==> config.mk <==
export PLATFORM = sky130hd
export DESIGN_NAME = pci_cfg_id_status_regs
export DESIGN_NICKNAME = d
export VERILOG_FILES = /design/src/hw/pci_cfg_id_status_regs.v
export VERILOG_INCLUDE_DIRS = /design/src /design/src/hw
export SDC_FILE = /design/constraint.sdc
export NUM_CORES = 1
export LEC_CHECK = 0
export BUFFER_PORTS_ARGS = -buffer_cell sky130_fd_sc_hd__buf_2
export CAP_MARGIN = 0
export CORE_UTILIZATION = 54
export CTS_CLUSTER_SIZE = 16
export DETAILED_ROUTE_END_ITERATION = 12
export GPL_TIMING_DRIVEN = 0
export PLACE_DENSITY = 0.85
export SLEW_MARGIN = 20
export SYNTH_ARGS = -nofsm -noshare
export SYNTH_HDL_FRONTEND = slang
export SYNTH_SLANG_ARGS = --single-unit
==> constraint.sdc <==
create_clock -name clk_sys -period 5.35 [get_ports clk_sys]
set_input_delay 0.8025 -clock clk_sys [delete_from_list [all_inputs] [get_ports clk_sys]]
set_output_delay 0.8025 -clock clk_sys [all_outputs]
set_load 0.005 [all_outputs]
==> src/hw/pci_cfg_id_status_regs.vh <==
`ifndef PCI_CFG_ID_STATUS_REGS_VH
`define PCI_CFG_ID_STATUS_REGS_VH
// Register offsets on the host register port.
`define OFS_IDENT          16'hD000
`define OFS_STATUS_CMD     16'hD004
// Identification register fields.
`define ID_DEVICE_MSB      31
`define ID_DEVICE_LSB      16
`define ID_VENDOR_MSB      15
`define ID_VENDOR_LSB      0
// Status word bit positions.
`define ST_PAR_ERR         31
`define ST_SYS_ERR         30
`define ST_MABORT_RCVD     29
`define ST_TABORT_RCVD     28
`define ST_TABORT_SIG      27
`define ST_DSEL_MSB        26
`define ST_DSEL_LSB        25
`define ST_MDPE            24
`define ST_FBBCP           23
`define ST_66MCP           21
`define ST_CAPLIST         20
// Command word bit positions.
`define CMD_FBBEN          9
`define CMD_SEREN          8
`define CMD_PAR_RESP       6
// Devsel timing encodings.
`define DSEL_FAST          2'h0
`define DSEL_MEDIUM        2'h1
`define DSEL_SLOW          2'h2
`define DSEL_RESERVED      2'h3
// Link edges from address phase to devsel for medium timing.
`define DEVSEL_MEDIUM_EDGES 2'h2
// Event vector positions of the link-side inputs.
`define EV_RD_INIT_PERR    0
`define EV_WR_TGT_PERR     1
`define EV_ADDR_PERR       2
`define EV_SPC_PERR        3
`define EV_MST_ABORT       4
`define EV_MST_ABORT_SPC   5
`define EV_TGT_ABORT_RCVD  6
`define EV_TGT_ABORT_SIG   7
`define EV_MST_PERR        8
`define EV_ADDR_PHASE      9
`define EV_COUNT           10
`endif

==> src/hw/pci_cfg_id_status_regs.v <==
`timescale 1ns/10ps
`include "pci_cfg_id_status_regs.vh"

module pci_cfg_id_status_regs #(
  parameter [15:0] DEVICE_ID_RESET = 16'h1234,  // Arbitrary value.
  parameter [15:0] VENDOR_ID_RESET = 16'h5678   // Arbitrary value.
) (
  input  wire        clk_sys,
  input  wire        srst,
  input  wire        satellite_mode,
  input  wire [15:0] reg_addr,
  input  wire        reg_wr,
  input  wire        reg_rd,
  input  wire [31:0] reg_wdata,
  output reg  [31:0] reg_rdata,
  output reg         reg_rvalid,
  output reg         reg_blocked,
  input  wire        id_load,
  input  wire [31:0] id_load_data,
  input  wire        pci_clk,
  input  wire        rd_init_perr,
  input  wire        wr_tgt_perr,
  input  wire        addr_perr,
  input  wire        spc_perr,
  input  wire        mst_abort,
  input  wire        mst_abort_special,
  input  wire        tgt_abort_rcvd,
  input  wire        tgt_abort_sig,
  input  wire        mst_perr,
  input  wire        addr_phase,
  output wire        serr_out,
  output reg         serr_oe,
  output wire        devsel_out,
  output reg         devsel_oe,
  output wire        parity_response_enable,
  output wire [15:0] satellite_status_mirror
);

  // Raw link-side inputs gathered so one loop can synchronise them all.
  wire [`EV_COUNT-1:0] ev_raw;
  // Filtered link-side levels, updated only when two sync stages agree.
  wire [`EV_COUNT-1:0] ev_f;

  assign ev_raw = {addr_phase, mst_perr, tgt_abort_sig, tgt_abort_rcvd,
                   mst_abort_special, mst_abort, spc_perr, addr_perr,
                   wr_tgt_perr, rd_init_perr};

  // Each link input passes three flops; a change counts once the second
  // and third agree, which rejects a single metastable sample.
  genvar gi;
  generate
    for (gi = 0; gi < `EV_COUNT; gi = gi + 1) begin : g_sync
      reg s1_q;
      reg s2_q;
      reg s3_q;
      reg f_q;
      // Three-stage synchroniser with agreement filter.
      always @(posedge clk_sys) begin
        if (srst) begin
          s1_q <= 1'b0;
          s2_q <= 1'b0;
          s3_q <= 1'b0;
          f_q  <= 1'b0;
        end else begin
          s1_q <= ev_raw[gi];
          s2_q <= s1_q;
          s3_q <= s2_q;
          if (s2_q == s3_q) begin
            f_q <= s3_q;
          end
        end
      end
      assign ev_f[gi] = f_q;
    end
  endgenerate

  // Link clock synchroniser stages and filtered level.
  reg pclk_s1_q;
  reg pclk_s2_q;
  reg pclk_s3_q;
  reg pclk_f_q;
  // Filtered link clock one cycle earlier, for edge detection.
  reg pclk_prev_q;
  // One-cycle pulse on each sampled rising edge of the link clock.
  wire pci_edge;

  // The link clock is sampled like any pin; its delay matches the events.
  always @(posedge clk_sys) begin
    if (srst) begin
      pclk_s1_q   <= 1'b0;
      pclk_s2_q   <= 1'b0;
      pclk_s3_q   <= 1'b0;
      pclk_f_q    <= 1'b0;
      pclk_prev_q <= 1'b0;
    end else begin
      pclk_s1_q   <= pci_clk;
      pclk_s2_q   <= pclk_s1_q;
      pclk_s3_q   <= pclk_s2_q;
      pclk_prev_q <= pclk_f_q;
      if (pclk_s2_q == pclk_s3_q) begin
        pclk_f_q <= pclk_s3_q;
      end
    end
  end
  assign pci_edge = pclk_f_q & ~pclk_prev_q;

  // Identification register contents.
  reg  [31:0] ident_q;
  // Sticky error flags of the status word.
  reg         par_err_q;
  reg         sys_err_q;
  reg         mabort_rcvd_q;
  reg         tabort_rcvd_q;
  reg         tabort_sig_q;
  reg         mdpe_q;
  // Writable command bits kept by this bank.
  reg         par_resp_en_q;
  reg         seren_q;
  reg         fbben_q;
  // Assembled register words.
  wire [15:0] status_word;
  wire [15:0] cmd_word;
  wire [31:0] status_cmd;
  // Decoded accesses.
  wire        hit_id;
  wire        hit_sc;
  wire        wr_sc;
  // Per-flag set terms, sampled at a link clock edge.
  wire        set_par_err;
  wire        set_mabort;
  wire        set_tabort_rcvd;
  wire        set_tabort_sig;
  wire        set_mdpe;
  wire        serr_cause;

  assign hit_id = (reg_addr == `OFS_IDENT);
  assign hit_sc = (reg_addr == `OFS_STATUS_CMD);
  assign wr_sc  = reg_wr & hit_sc & ~satellite_mode;

  assign set_par_err = pci_edge & (ev_f[`EV_RD_INIT_PERR] | ev_f[`EV_WR_TGT_PERR] |
                                   ev_f[`EV_ADDR_PERR]);
  assign set_mabort = pci_edge & ev_f[`EV_MST_ABORT] & ~ev_f[`EV_MST_ABORT_SPC];
  assign set_tabort_rcvd = pci_edge & ev_f[`EV_TGT_ABORT_RCVD];
  assign set_tabort_sig = pci_edge & ev_f[`EV_TGT_ABORT_SIG];
  // Master data parity only counts while parity response is on.
  assign set_mdpe = pci_edge & ev_f[`EV_MST_PERR] & par_resp_en_q;
  assign serr_cause = (ev_f[`EV_ADDR_PERR] | ev_f[`EV_SPC_PERR]) & seren_q & par_resp_en_q;

  assign status_word = {par_err_q, sys_err_q, mabort_rcvd_q, tabort_rcvd_q, tabort_sig_q,
                        `DSEL_MEDIUM, mdpe_q, 1'b1, 1'b0, 1'b1, 1'b1, 4'h0};
  assign cmd_word = {6'h00, fbben_q, seren_q, 1'b0, par_resp_en_q, 6'h00};
  assign status_cmd = {status_word, cmd_word};
  assign satellite_status_mirror = status_word;
  assign parity_response_enable = par_resp_en_q;

  // SERR drives low for each link cycle whose starting edge sees the cause; hardware has no other reason to
  // release it, so the pin follows a whole link period.
  always @(posedge clk_sys) begin
    if (srst) begin
      serr_oe <= 1'b0;
    end else if (pci_edge) begin
      serr_oe <= serr_cause;
    end
  end
  assign serr_out = 1'b0;

  // Identification contents; the loader overrides the reset defaults.
  always @(posedge clk_sys) begin
    if (srst) begin
      ident_q <= {DEVICE_ID_RESET, VENDOR_ID_RESET};
    end else if (id_load) begin
      ident_q[`ID_DEVICE_MSB:`ID_DEVICE_LSB] <= id_load_data[`ID_DEVICE_MSB:`ID_DEVICE_LSB];
      ident_q[`ID_VENDOR_MSB:`ID_VENDOR_LSB] <= id_load_data[`ID_VENDOR_MSB:`ID_VENDOR_LSB];
    end
  end

  // Flags and command bits; a set in the cycle of a clear wins.
  always @(posedge clk_sys) begin
    if (srst) begin
      par_err_q     <= 1'b0;
      sys_err_q     <= 1'b0;
      mabort_rcvd_q <= 1'b0;
      tabort_rcvd_q <= 1'b0;
      tabort_sig_q  <= 1'b0;
      mdpe_q        <= 1'b0;
      par_resp_en_q <= 1'b0;
      seren_q       <= 1'b0;
      fbben_q       <= 1'b0;
    end else begin
      par_err_q     <= (par_err_q & ~(wr_sc & reg_wdata[`ST_PAR_ERR])) | set_par_err;
      sys_err_q     <= (sys_err_q & ~(wr_sc & reg_wdata[`ST_SYS_ERR])) | (pci_edge & serr_cause);
      mabort_rcvd_q <= (mabort_rcvd_q & ~(wr_sc & reg_wdata[`ST_MABORT_RCVD])) | set_mabort;
      tabort_rcvd_q <= (tabort_rcvd_q & ~(wr_sc & reg_wdata[`ST_TABORT_RCVD])) | set_tabort_rcvd;
      tabort_sig_q  <= (tabort_sig_q & ~(wr_sc & reg_wdata[`ST_TABORT_SIG])) | set_tabort_sig;
      mdpe_q        <= (mdpe_q & ~(wr_sc & reg_wdata[`ST_MDPE])) | set_mdpe;
      if (wr_sc) begin
        par_resp_en_q <= reg_wdata[`CMD_PAR_RESP];
        seren_q <= reg_wdata[`CMD_SEREN];
        fbben_q <= reg_wdata[`CMD_FBBEN];
      end
    end
  end

  // Read port: data one cycle after the strobe; blocked or unmapped reads
  // return zero, and a blocked access of either kind raises reg_blocked.
  always @(posedge clk_sys) begin
    if (srst) begin
      reg_rdata   <= 32'h00000000;
      reg_rvalid  <= 1'b0;
      reg_blocked <= 1'b0;
    end else begin
      reg_rvalid  <= reg_rd;
      reg_blocked <= (reg_rd | reg_wr) & satellite_mode & (hit_id | hit_sc);
      if (reg_rd) begin
        if (satellite_mode) begin
          reg_rdata <= 32'h00000000;
        end else if (hit_id) begin
          reg_rdata <= ident_q;
        end else if (hit_sc) begin
          reg_rdata <= status_cmd;
        end else begin
          reg_rdata <= 32'h00000000;
        end
      end
    end
  end

  // Link edges counted since the address phase started.
  reg [1:0] dsel_cnt_q;
  // Address phase level seen at the previous link edge.
  reg       aphase_prev_q;

  // devsel by medium
  // Devsel is driven on the second link edge after the address phase,
  // which is medium timing; it drops when a new address phase starts or at a later
  // edge where the flag is low and was low at the edge before, since transaction end lies outside this bank.
  always @(posedge clk_sys) begin
    if (srst) begin
      dsel_cnt_q    <= 2'h0;
      aphase_prev_q <= 1'b0;
      devsel_oe     <= 1'b0;
    end else if (pci_edge) begin
      aphase_prev_q <= ev_f[`EV_ADDR_PHASE];
      if (ev_f[`EV_ADDR_PHASE] & ~aphase_prev_q) begin
        dsel_cnt_q <= 2'h1;
        devsel_oe  <= 1'b0;
      end else if (dsel_cnt_q != 2'h0) begin
        if (dsel_cnt_q + 2'h1 == `DEVSEL_MEDIUM_EDGES + 2'h1) begin
          devsel_oe  <= 1'b1;
          dsel_cnt_q <= 2'h0;
        end else begin
          dsel_cnt_q <= dsel_cnt_q + 2'h1;
        end
      end else if (~ev_f[`EV_ADDR_PHASE] & ~aphase_prev_q) begin
        devsel_oe <= 1'b0;
      end
    end
  end
  assign devsel_out = 1'b0;

endmodule

==> results of run 1 <==
## placed cells by master, fill, tap and decap left out, drive strengths merged
master,netlist,layout
a211o,13,13
a21oi,47,47
a311oi,2,2
a31oi,1,1
and2,2,2
buf,26,139
bufinv,0,1
clkbuf,22,39
clkinv,0,4
clkinvlp,0,3
conb,2,12
dfxtp,125,125
inv,1,8
mux2i,28,28
nand2,27,27
nand2b,24,24
nand3,8,8
nand3b,1,1
nand4b,20,20
nand4bb,1,1
nor2,25,25
nor2b,52,52
nor3,3,3
nor4,2,2
nor4b,1,1
o2111ai,1,1
o211ai,4,4
o21ai,27,27
o31ai,1,1
or3,1,1
or4,4,4
## routing by layer
layer	track usage [%]	routed length, um
met5	0	0
met3	9.02	923
met1	29.3	4550
met4	9.97	137
met2	46.9	5800
## logic make-up (layout without fill, tap and decap cells)
kind of cell	Yosys count	in the layout
buffers and inverters	49	194
AO/OA/AOI/OAI	96	96
other	2	12
AND/OR/NAND/NOR	171	171
multiplexers	28	28
flip-flops	125	125
## synthesized netlist by cell type, drive strengths merged
cell	instances
nor4	2
nand3b	1
o31ai	1
a31oi	1
inv	1
nand3	8
nor4b	1
o21ai	27
or4	4
nand2	27
nand4b	20
mux2i	28
dfxtp	125
buf	26
nand2b	24
and2	2
conb	2
or3	1
nor3	3
a21oi	47
nand4bb	1
nor2	25
clkbuf	22
o2111ai	1
a211o	13
a311oi	2
nor2b	52
o211ai	4
## power breakdown
part / internal, W / switching, W / total [W]
logic: 0.0000586 / 0.0000639 / 0.000123
registers: 0.000957 / 0.0000122 / 0.000969
clock network: 0.000631 / 0.000452 / 0.00108
## worst min path at each step
stage	startpoint	depth (start not counted)	slack (ns)	endpoint
4_1_cts	g_sync[0].s1_q	1	0.45	g_sync[0].s2_q
2_1_floorplan	g_sync[0].s1_q	1	0.41	g_sync[0].s2_q
3_3_place_gp	g_sync[3].s1_q	1	0.42	g_sync[3].s2_q
5_1_grt	g_sync[0].s1_q	1	0.46	g_sync[0].s2_q
6_report	g_sync[6].s1_q	1	0.44	g_sync[6].s2_q
3_5_place_dp	g_sync[0].s1_q	1	0.43	g_sync[0].s2_q
## per-stage QoR
step	hold slack [ns]	setup WS, ns	instance area [um^2]
4_1_cts	0.446	3.19	5920
3_3_place_gp	0.417	2.74	5350
3_5_place_dp	0.431	2.70	5350
6_report	0.440	3.15	5920
5_1_grt	0.456	3.11	5920
2_1_floorplan	0.414	2.97	4650
## flip-flops by register name (all words and copies together), names as in the netlist, 2 cells and up
signal / flops
g_sync.s2_q: 10
dsel_cnt_q: 2
g_sync.s1_q: 10
ident_q: 32
g_sync.f_q: 10
g_sync.s3_q: 10
reg_rdata: 32
## critical path, delay by kind of cell
kind,cells,cell delay [ns]
simple gates,3,1.53
compound gates,1,0.19
buf+inv,1,0.10
## final cells by class
cell class	count	area [um^2]	area share [%]
Clock inverter	15	154	2.60
Tap cell	105	131	2.22
Inverter	1	3.75	0.0634
Clock buffer	17	414	7.00
Buffer	48	253	4.27
Multi-Input combinational cell	307	1890	32.0
Sequential cell	125	2500	42.3
Timing Repair Buffer	113	566	9.56
==> flow_summary.yaml, run 1 <==
clock_tree:
  cts_hold_buffers: 0
  ctsHtreeMaxLevel: 4
  cts_inserted_buffers: 17
  root_buffer: "clkbuf_8"
  clk_latency_ns: 0.52
  clockBufferDepth: 2
  cts_tree: "yes"
  cts_sinks: 125
  cts_resized: 0
  clk_pin_slew_ns: 0.06
  post_cts_buffers: 0
finish:
  fin_nets: 710
  area_delta_synth_final_pct: 28.2
  fin_util_pct: 71.7
  final_cells: 731
  antenna_cells: 0
  layout-drive-gt1-share_pct: 27.2
  fillers: 614
synthesis:
  synthAdderAreaFrac_pct: 0
  yosysSeqAreaShare_pct: 54.2
  syn_area_um2: 4620
  synth_compound_area_share_pct: 12.0
  synthSimpleGateAreaFrac_pct: 22.0
  yosysTopAreaCell: "dfxtp_1"
  synth.area.top_cells: "dfxtp_1 (54%), nor2b_1 (7.0%), mux2i_1 (6.1%)"
  synth-xor-area-share_pct: 0
  synth.distinct_cells: 32
  synth-seq-cells: 125
  yosys_warnings: 0
  synth_top_family_by_area: "simple AND/OR/NAND/NOR gates"
  synth.avg_cell_area_um2: 9.80
  synth_cells: 471
  synth_top_area_share_pct: 54.2
  muxShareOfSynthArea_pct: 6.07
floorplanning:
  die_h_um: 94.5
  dieArea_um2: 8920
  fp.coreArea_um2: 8260
  initial_core_util_pct: 55.9
  num_rows: 33
  top_level_ports: 152
  fp.dieW_um: 94.5
global_routing:
  grt-ovfl-total: 0
  grt_antenna_before_repair: 0
  grt_max_degree: 17
  grt_pass1_vias: 3672
  gr-usage-all-layers_pct: 26.5
  grt_pass1_wl_um: 17500
worst_setup_path:
  startpoint: "reg_addr[3]"
  cp_slowest_stage_delay_ns: 0.66
  worstReg2RegStart: "pclk_f_q"
  cp.arrival_ns: 2.64
  r2r_slack_ns: 3.79
  critPathSlowestCell: "or4_1"
  crit_chain: "buf_2 > or4_1 > nor4_1 > nand3_1 > a21oi_1"
  crit_fanout: 4
  cp-end-kind: "register"
  crit_required_ns: 5.79
  r2r_cells: 4
  rr_endpoint: "serr_oe"
  startpoint_type: "primary input"
  path_class: "primary input to register"
  crit_end: "parity_response_enable"
route:
  vias: 3884
  wl_um: 11400
  drc: 0
  first_pass_iters: 5
  vias_per_cell: 5.31
  drtIter0Drc: 239
  post_drt_wl_per_cell_um: 15.6
  postRouteAntennaNets: 0
run:
  maxCapViolations: 0
timing:
  setup-tns-final_ns: 0
  slew_viol_final: 0
  hold_viol_final: 0
  fin_crit_sh_pct: 41.1
  slew_headroom_pct: 45.7
  fin_skew_ns: 0.00571
  rsz0062_at_grt: "false"
  setup_violations: 0
  fmax_mhz: 455
  tightest_slew_ns: 0.807
  period_minus_slack_ns: 2.20
power:
  power_density_nw_per_um2: 367
  p_leak_nw: 2.52
  peakVddDrop_v: 0.000224
  total_power_w: 0.00217
placement:
  portBuffers: 113
  gp_congestion: 0.843
  dpl.hpwl_um: 7810
  post-place-cells: 699
outcome:
  status: "completed"
hold_path:
  min_path_type: "register to register"
No activity file was read; power rests on OpenSTA's default activity.
==> inputs of run 2 (changes only) <==
--- a/config.mk
+++ b/config.mk
@@ -6,13 +6,14 @@
 export SDC_FILE = /design/constraint.sdc
 export NUM_CORES = 1
 export LEC_CHECK = 0
+export ABC_AREA = 1
 export BUFFER_PORTS_ARGS = -buffer_cell sky130_fd_sc_hd__buf_2
 export CAP_MARGIN = 0
-export CORE_UTILIZATION = 54
+export CORE_UTILIZATION = 50
 export CTS_CLUSTER_SIZE = 16
 export DETAILED_ROUTE_END_ITERATION = 12
 export GPL_TIMING_DRIVEN = 0
-export PLACE_DENSITY = 0.85
+export PLACE_DENSITY = 0.79
 export SLEW_MARGIN = 20
 export SYNTH_ARGS = -nofsm -noshare
 export SYNTH_HDL_FRONTEND = slang
==> constraint.sdc (replaced) <==
create_clock -name clk_sys -period 2.2 [get_ports clk_sys]
set_input_delay 0.33 -clock clk_sys [delete_from_list [all_inputs] [get_ports clk_sys]]
set_output_delay 0.33 -clock clk_sys [all_outputs]
set_load 0.005 [all_outputs]
==> flow_summary.yaml, run 2 <==
outcome:
  status: "completed"
synthesis:
  synth_top_area_share_pct: 54.9
  ys.flop_type: "dfxtp_1"
  syn_area_um2: 4560
  synth-seq-cells: 125
  synth.avg_cell_area_um2: 7.78
  yosysSeqAreaShare_pct: 54.9
  yosys_warnings: 0
  synth.area.top_cells: "dfxtp_1 (55%), nand2_1 (9.5%), nor2_1 (8.0%)"
  synth_cells: 586
  yosysTopAreaCell: "dfxtp_1"
  synth_edf_count: 0
  synth_commonest_cells: "dfxtp_1 (125), nand2_1 (116), nor2_1 (97)"
  yosysMostFrequentCell: "dfxtp_1"
  synth.distinct_cells: 23
  synthArstFlopShare_pct: 0
worst_setup_path:
  startpoint_type: "register"
  rr_endpoint: "sys_err_q"
  r2r_cells: 6
  path_class: "register to output port"
  crit_required_ns: 1.87
  r2r_slack_ns: 0.72
  worstReg2RegStart: "pclk_f_q"
  cp-end-kind: "output port"
  cp.arrival_ns: 1.15
  crit_fanout: 3
clock_tree:
  cts_inserted_buffers: 17
  post_cts_buffers: 0
  cts_tree: "yes"
  cts_hold_buffers: 0
  cts_resized: 0
  root_buffer: "clkbuf_8"
  cts_sinks: 125
  ctsHtreeMaxLevel: 4
  clk_pin_slew_ns: 0.06
  clk_latency_ns: 0.52
  clockBufferDepth: 2
global_routing:
  grt_pass1_wl_um: 18300
  grt_pass1_vias: 4039
  grt_antenna_before_repair: 0
  grt_max_degree: 17
  gr-usage-all-layers_pct: 24.5
  grt-ovfl-total: 0
route:
  first_pass_iters: 5
  post_drt_wl_per_cell_um: 13.3
  wl_um: 11300
  drtIter0Drc: 286
  vias_per_cell: 5.00
  postRouteAntennaNets: 0
  drc: 0
  vias: 4256
floorplanning:
  top_level_ports: 152
  num_rows: 34
  initial_core_util_pct: 52.0
  fp.dieW_um: 97.5
  fp.coreArea_um2: 8760
  die_h_um: 97.5
  dieArea_um2: 9500
timing:
  period_minus_slack_ns: 1.48
  rsz0062_at_grt: "false"
  fmax_mhz: 674
  tightest_slew_ns: 0.626
  fin_hold_ws_ns: 0.00679
  setup_violations: 0
  setup-tns-final_ns: 0
  hold_viol_final: 0
  fin_skew_ns: 0.00872
  worst_slack_ns: 0.716
  slew_headroom_pct: 58.3
  slew_viol_final: 0
  fin_crit_sh_pct: 67.5
power:
  power_density_nw_per_um2: 899
  total_power_w: 0.00529
  p_leak_nw: 2.65
  peakVddDrop_v: 0.000610
finish:
  top_regs: "ident_q (32), reg_rdata (32)"
  antenna_cells: 0
  layout_commonest_cell: "dfxtp_1"
  fin_nets: 827
  final_cells: 851
  fillers: 688
  area_delta_synth_final_pct: 29.0
  layout-drive-gt1-share_pct: 23.3
  layout_common_cells: "dfxtp_1 (125), buf_2 (119), nand2_1 (116)"
placement:
  dpl.hpwl_um: 7980
  post-place-cells: 819
  portBuffers: 115
  gp_congestion: 0.825
  dp_slack_ns: 0.380
hold_path:
  min_to: "g_sync[0].s1_q"
  min_path_cells: 3
  hp-start: "rd_init_perr"
  min_path_type: "primary input to register"
run:
  maxCapViolations: 0
[run 2: cell count changes after synthesis, sizes merged, moves of 4 or more]
cell,before,now
a211o,13,0
a21oi,47,56
clkinv,0,4
inv,1,44
mux2i,28,0
nand2,27,117
nand2b,24,0
nand3,8,48
nand4b,20,0
nor2,25,99
nor2b,52,0
o211ai,4,0
o21ai,27,32
or4,4,0
[run 2: layer usage]
| metal | global-route usage, % | share of wire, % | routed length, um | up-vias |
|---|---|---|---|---|
| met1 | 27.0 | 41 | 4610 | 1946 |
| met3 | 7.05 | 6.4 | 729 | 27 |
| met5 | 0 | 0 | 0 | - |
| met4 | 11.3 | 2.5 | 287 | 0 |
| met2 | 43.4 | 50 | 5700 | 159 |
| li1 | - | - | - | 2124 |
[run 2: worst max-delay path: stages, from the launching register on]
cell,delay [ns]
dfxtp_1,0.41
buf_4,0.13
buf_2,0.09
[run 2: layout make-up]
cell class                 instances  area [um^2]  area share (%)
buffer                            47          256            4.36
clock buffer                      20          435            7.40
clock inverter                    12          140            2.38
inverter                          48          180            3.06
multi-input combinational        376         1660            28.2
sequential                       125         2500            42.5
tap                              108          135            2.30
timing repair buffer             115          576            9.78
[run 2: how the worst max path moves through the flow]
stage	startpoint	end	slack, ns	cells past startpoint
3_3_place_gp	reg_addr[7]	reg_rdata[18]	0.44	9
6_report	tabort_rcvd_q	satellite_status_mirror[12]	0.72	2
5_1_grt	pclk_f_q	sys_err_q	0.60	6
2_1_floorplan	reg_addr[7]	reg_rdata[26]	0.82	8
3_5_place_dp	reg_addr[11]	reg_rdata[18]	0.38	9
4_1_cts	pclk_f_q	sys_err_q	0.71	6
[run 2: stage by stage]
step | utilization, % | instance area, um^2
finish | 67.1 | 5880
detailed placement | 60.6 | 5310
global placement | 60.6 | 5310
floorplan | - | 4600
global route | 67.1 | 5880
CTS | 67.1 | 5880
[run 2: cell families after synthesis]
| logic type | count (synthesis) | synth area share (%) |
|---|---|---|
| flip-flops | 125 | 54.9 |
| buffers and inverters | 95 | 9.58 |
| AO/OA/AOI/OAI | 94 | 10.8 |
| other | 2 | 0.165 |
| AND/OR/NAND/NOR | 270 | 24.6 |
[run 2: report_power, final]
group	internal, W	total (W)	switching [W]
clock network	0.00165	0.00265	0.00100
logic	0.000109	0.000269	0.000160
registers	0.00233	0.00237	0.0000353
==> inputs of run 3 (changes only) <==
--- a/config.mk
+++ b/config.mk
@@ -9,11 +9,11 @@
 export ABC_AREA = 1
 export BUFFER_PORTS_ARGS = -buffer_cell sky130_fd_sc_hd__buf_2
 export CAP_MARGIN = 0
-export CORE_UTILIZATION = 50
+export CORE_UTILIZATION = 45
 export CTS_CLUSTER_SIZE = 16
 export DETAILED_ROUTE_END_ITERATION = 12
 export GPL_TIMING_DRIVEN = 0
-export PLACE_DENSITY = 0.79
+export PLACE_DENSITY = 0.75
 export SLEW_MARGIN = 20
 export SYNTH_ARGS = -nofsm -noshare
 export SYNTH_HDL_FRONTEND = slang
==> constraint.sdc (replaced) <==
create_clock -name clk_sys -period 1.35 [get_ports clk_sys]
set_input_delay 0.2025 -clock clk_sys [delete_from_list [all_inputs] [get_ports clk_sys]]
set_output_delay 0.2025 -clock clk_sys [all_outputs]
set_load 0.005 [all_outputs]
==> flow_summary.yaml, run 3 (synthesis results as in run 2) <==
route:
  wl_met2_um: 6260
  postRouteAntennaNets: 0
  drc: 0
  drt-met1-wl_um: 4990
  first_pass_iters: 5
  post_drt_wl_per_cell_um: 13.3
  highest_layer: "met4"
  vias: 4441
  dr_wl_met3_um: 819
  vias_per_cell: 4.79
  drtIter0Drc: 141
  wl_um: 12400
run:
  maxCapViolations: 0
power:
  p_clk_share_pct: 49.8
  switching_power_w: 0.00189
  power_density_nw_per_um2: 1360
  power_frac_seq_pct: 43.8
  pwr-share-comb_pct: 6.4
  swShare_pct: 21.5
  intPower_w: 0.00691
  p_leak_nw: 2.91
  peakVddDrop_v: 0.000897
  total_power_w: 0.00881
timing:
  fin_hold_ws_ns: 0.0249
  fmax_mhz: 758
  fin_skew_ns: 0.0110
  fin_crit_sh_pct: 97.7
  slew_headroom_pct: 60.6
  hold_viol_final: 0
  setup-tns-final_ns: 0
  slew_viol_final: 0
  tightest_slew_ns: 0.590
  period_minus_slack_ns: 1.32
  setup_violations: 0
placement:
  gp_congestion: 0.831
  portBuffers: 115
  dpl.hpwl_um: 7860
  post-place-cells: 844
  placed_area_um2: 5340
floorplanning:
  fp.dieW_um: 103
  fp.coreArea_um2: 9770
  dieArea_um2: 10500
  num_rows: 36
  initial_core_util_pct: 46.6
  die_h_um: 103
  top_level_ports: 152
worst_setup_path:
  cp.arrival_ns: 1.12
  crit_family: "flip-flops"
  crit_fanout: 3
  startpoint_type: "register"
  critPathSlowestCell: "dfxtp_2"
  cp_slowest_stage_delay_ns: 0.34
  cp-end-kind: "output port"
  path_depth: 2
  r2r_cells: 5
  cp_num_buf_inv: 2
  crit_chain: "buf_4 > buf_2"
  crit_required_ns: 1.15
  path_class: "register to output port"
hold_path:
  min_path_cells: 3
  min_path_type: "primary input to register"
finish:
  final_cell_area_um2: 6480
  final_cells: 928
  fillers: 803
  top_regs: "ident_q (32), reg_rdata (32)"
  layout_common_cells: "buf_2 (119), dfxtp_1 (118), nand2_1 (116)"
  layout_commonest_cell: "buf_2"
  antenna_cells: 0
  layout-drive-gt1-share_pct: 23.0
  fin_nets: 882
  area_delta_synth_final_pct: 42.2
clock_tree:
  cts_sinks: 125
  clk_latency_ns: 0.53
  cts_inserted_buffers: 17
  cts_tree: "yes"
  ctsHtreeMaxLevel: 4
  clk_pin_slew_ns: 0.06
  root_buffer: "clkbuf_8"
  clockBufferDepth: 2
global_routing:
  grt_pass1_wl_um: 19200
  grt_max_degree: 17
  gr-usage-all-layers_pct: 24.6
  grt_pass1_vias: 4269
  grt_antenna_before_repair: 0
  grt-ovfl-total: 0
outcome:
  status: "completed"
run 3: cell types whose count changed in the layout (fill, tap and decap cells not counted), sizes merged:
| cell | change |
|---|---|
| buf | +1 |
| clkbuf | +2 |
| clkinv | -2 |
| clkinvlp | -2 |
| dlygate4sd3 | +54 |
| inv | -1 |
run 3: power groups by stage:
stage,registers (W),logic (W),clock network (W)
detailed placement,0.00393,0.000428,0
global route,0.00387,0.000633,0.00458
CTS,0.00385,0.000552,0.00444
global placement,0.00393,0.000411,0
floorplan,0.00391,0.000247,0
finish,0.00386,0.000563,0.00439
run 3: per-stage QoR:
step | util [%] | setup slack, ns
finish | 66.3 | 0.0314
global route | 66.3 | -0.0520
CTS | 66.1 | 0.000532
detailed placement | 54.6 | -0.316
global placement | 54.6 | -0.296
floorplan | - | 0.0955
run 3: routing by layer:
metal | track usage, % | up-vias
li1 | - | 2233
met1 | 26.8 | 2006
met2 | 43.8 | 170
met3 | 6.71 | 32
met4 | 12.1 | 0
met5 | 0 | -
run 3: final cells by class:
type	count	area, um^2	share of cell area (%)
inverters	48	189	2.91
clock inverters	6	85.1	1.31
plain buffers	46	253	3.90
multi-input cells	376	1660	25.6
flip-flops and latches	125	2510	38.7
clock buffers	23	487	7.51
repair buffers	170	1120	17.3
well taps	133	166	2.57
repair inverters	1	7.51	0.116
run 3: final timing paths:
check	from	to	slack, ns
worst max-delay path	sys_err_q	satellite_status_mirror[14]	0.03
worst min-delay path	id_load	ident_q[7]	0.02
worst max register to register	pclk_f_q	sys_err_q	0.16
worst min register to register	g_sync[1].s1_q	g_sync[1].s2_q	0.40
run 3: tightest hold or removal path, stage by stage:
cell and delay [ns]:
buf_2 0.14, o21ai_0 0.10, nor2_1 0.08
run 3: timing repair:
item / CTS / global route
hold buffers: 54 / 0
buffers inserted: 0 / 1
endpoints found under the hold margin: 53 / 0
resized for setup: 7 / 7
cloned: 0 / 1
setup endpoints to repair: 12 / 11
pin swaps: 0 / 1
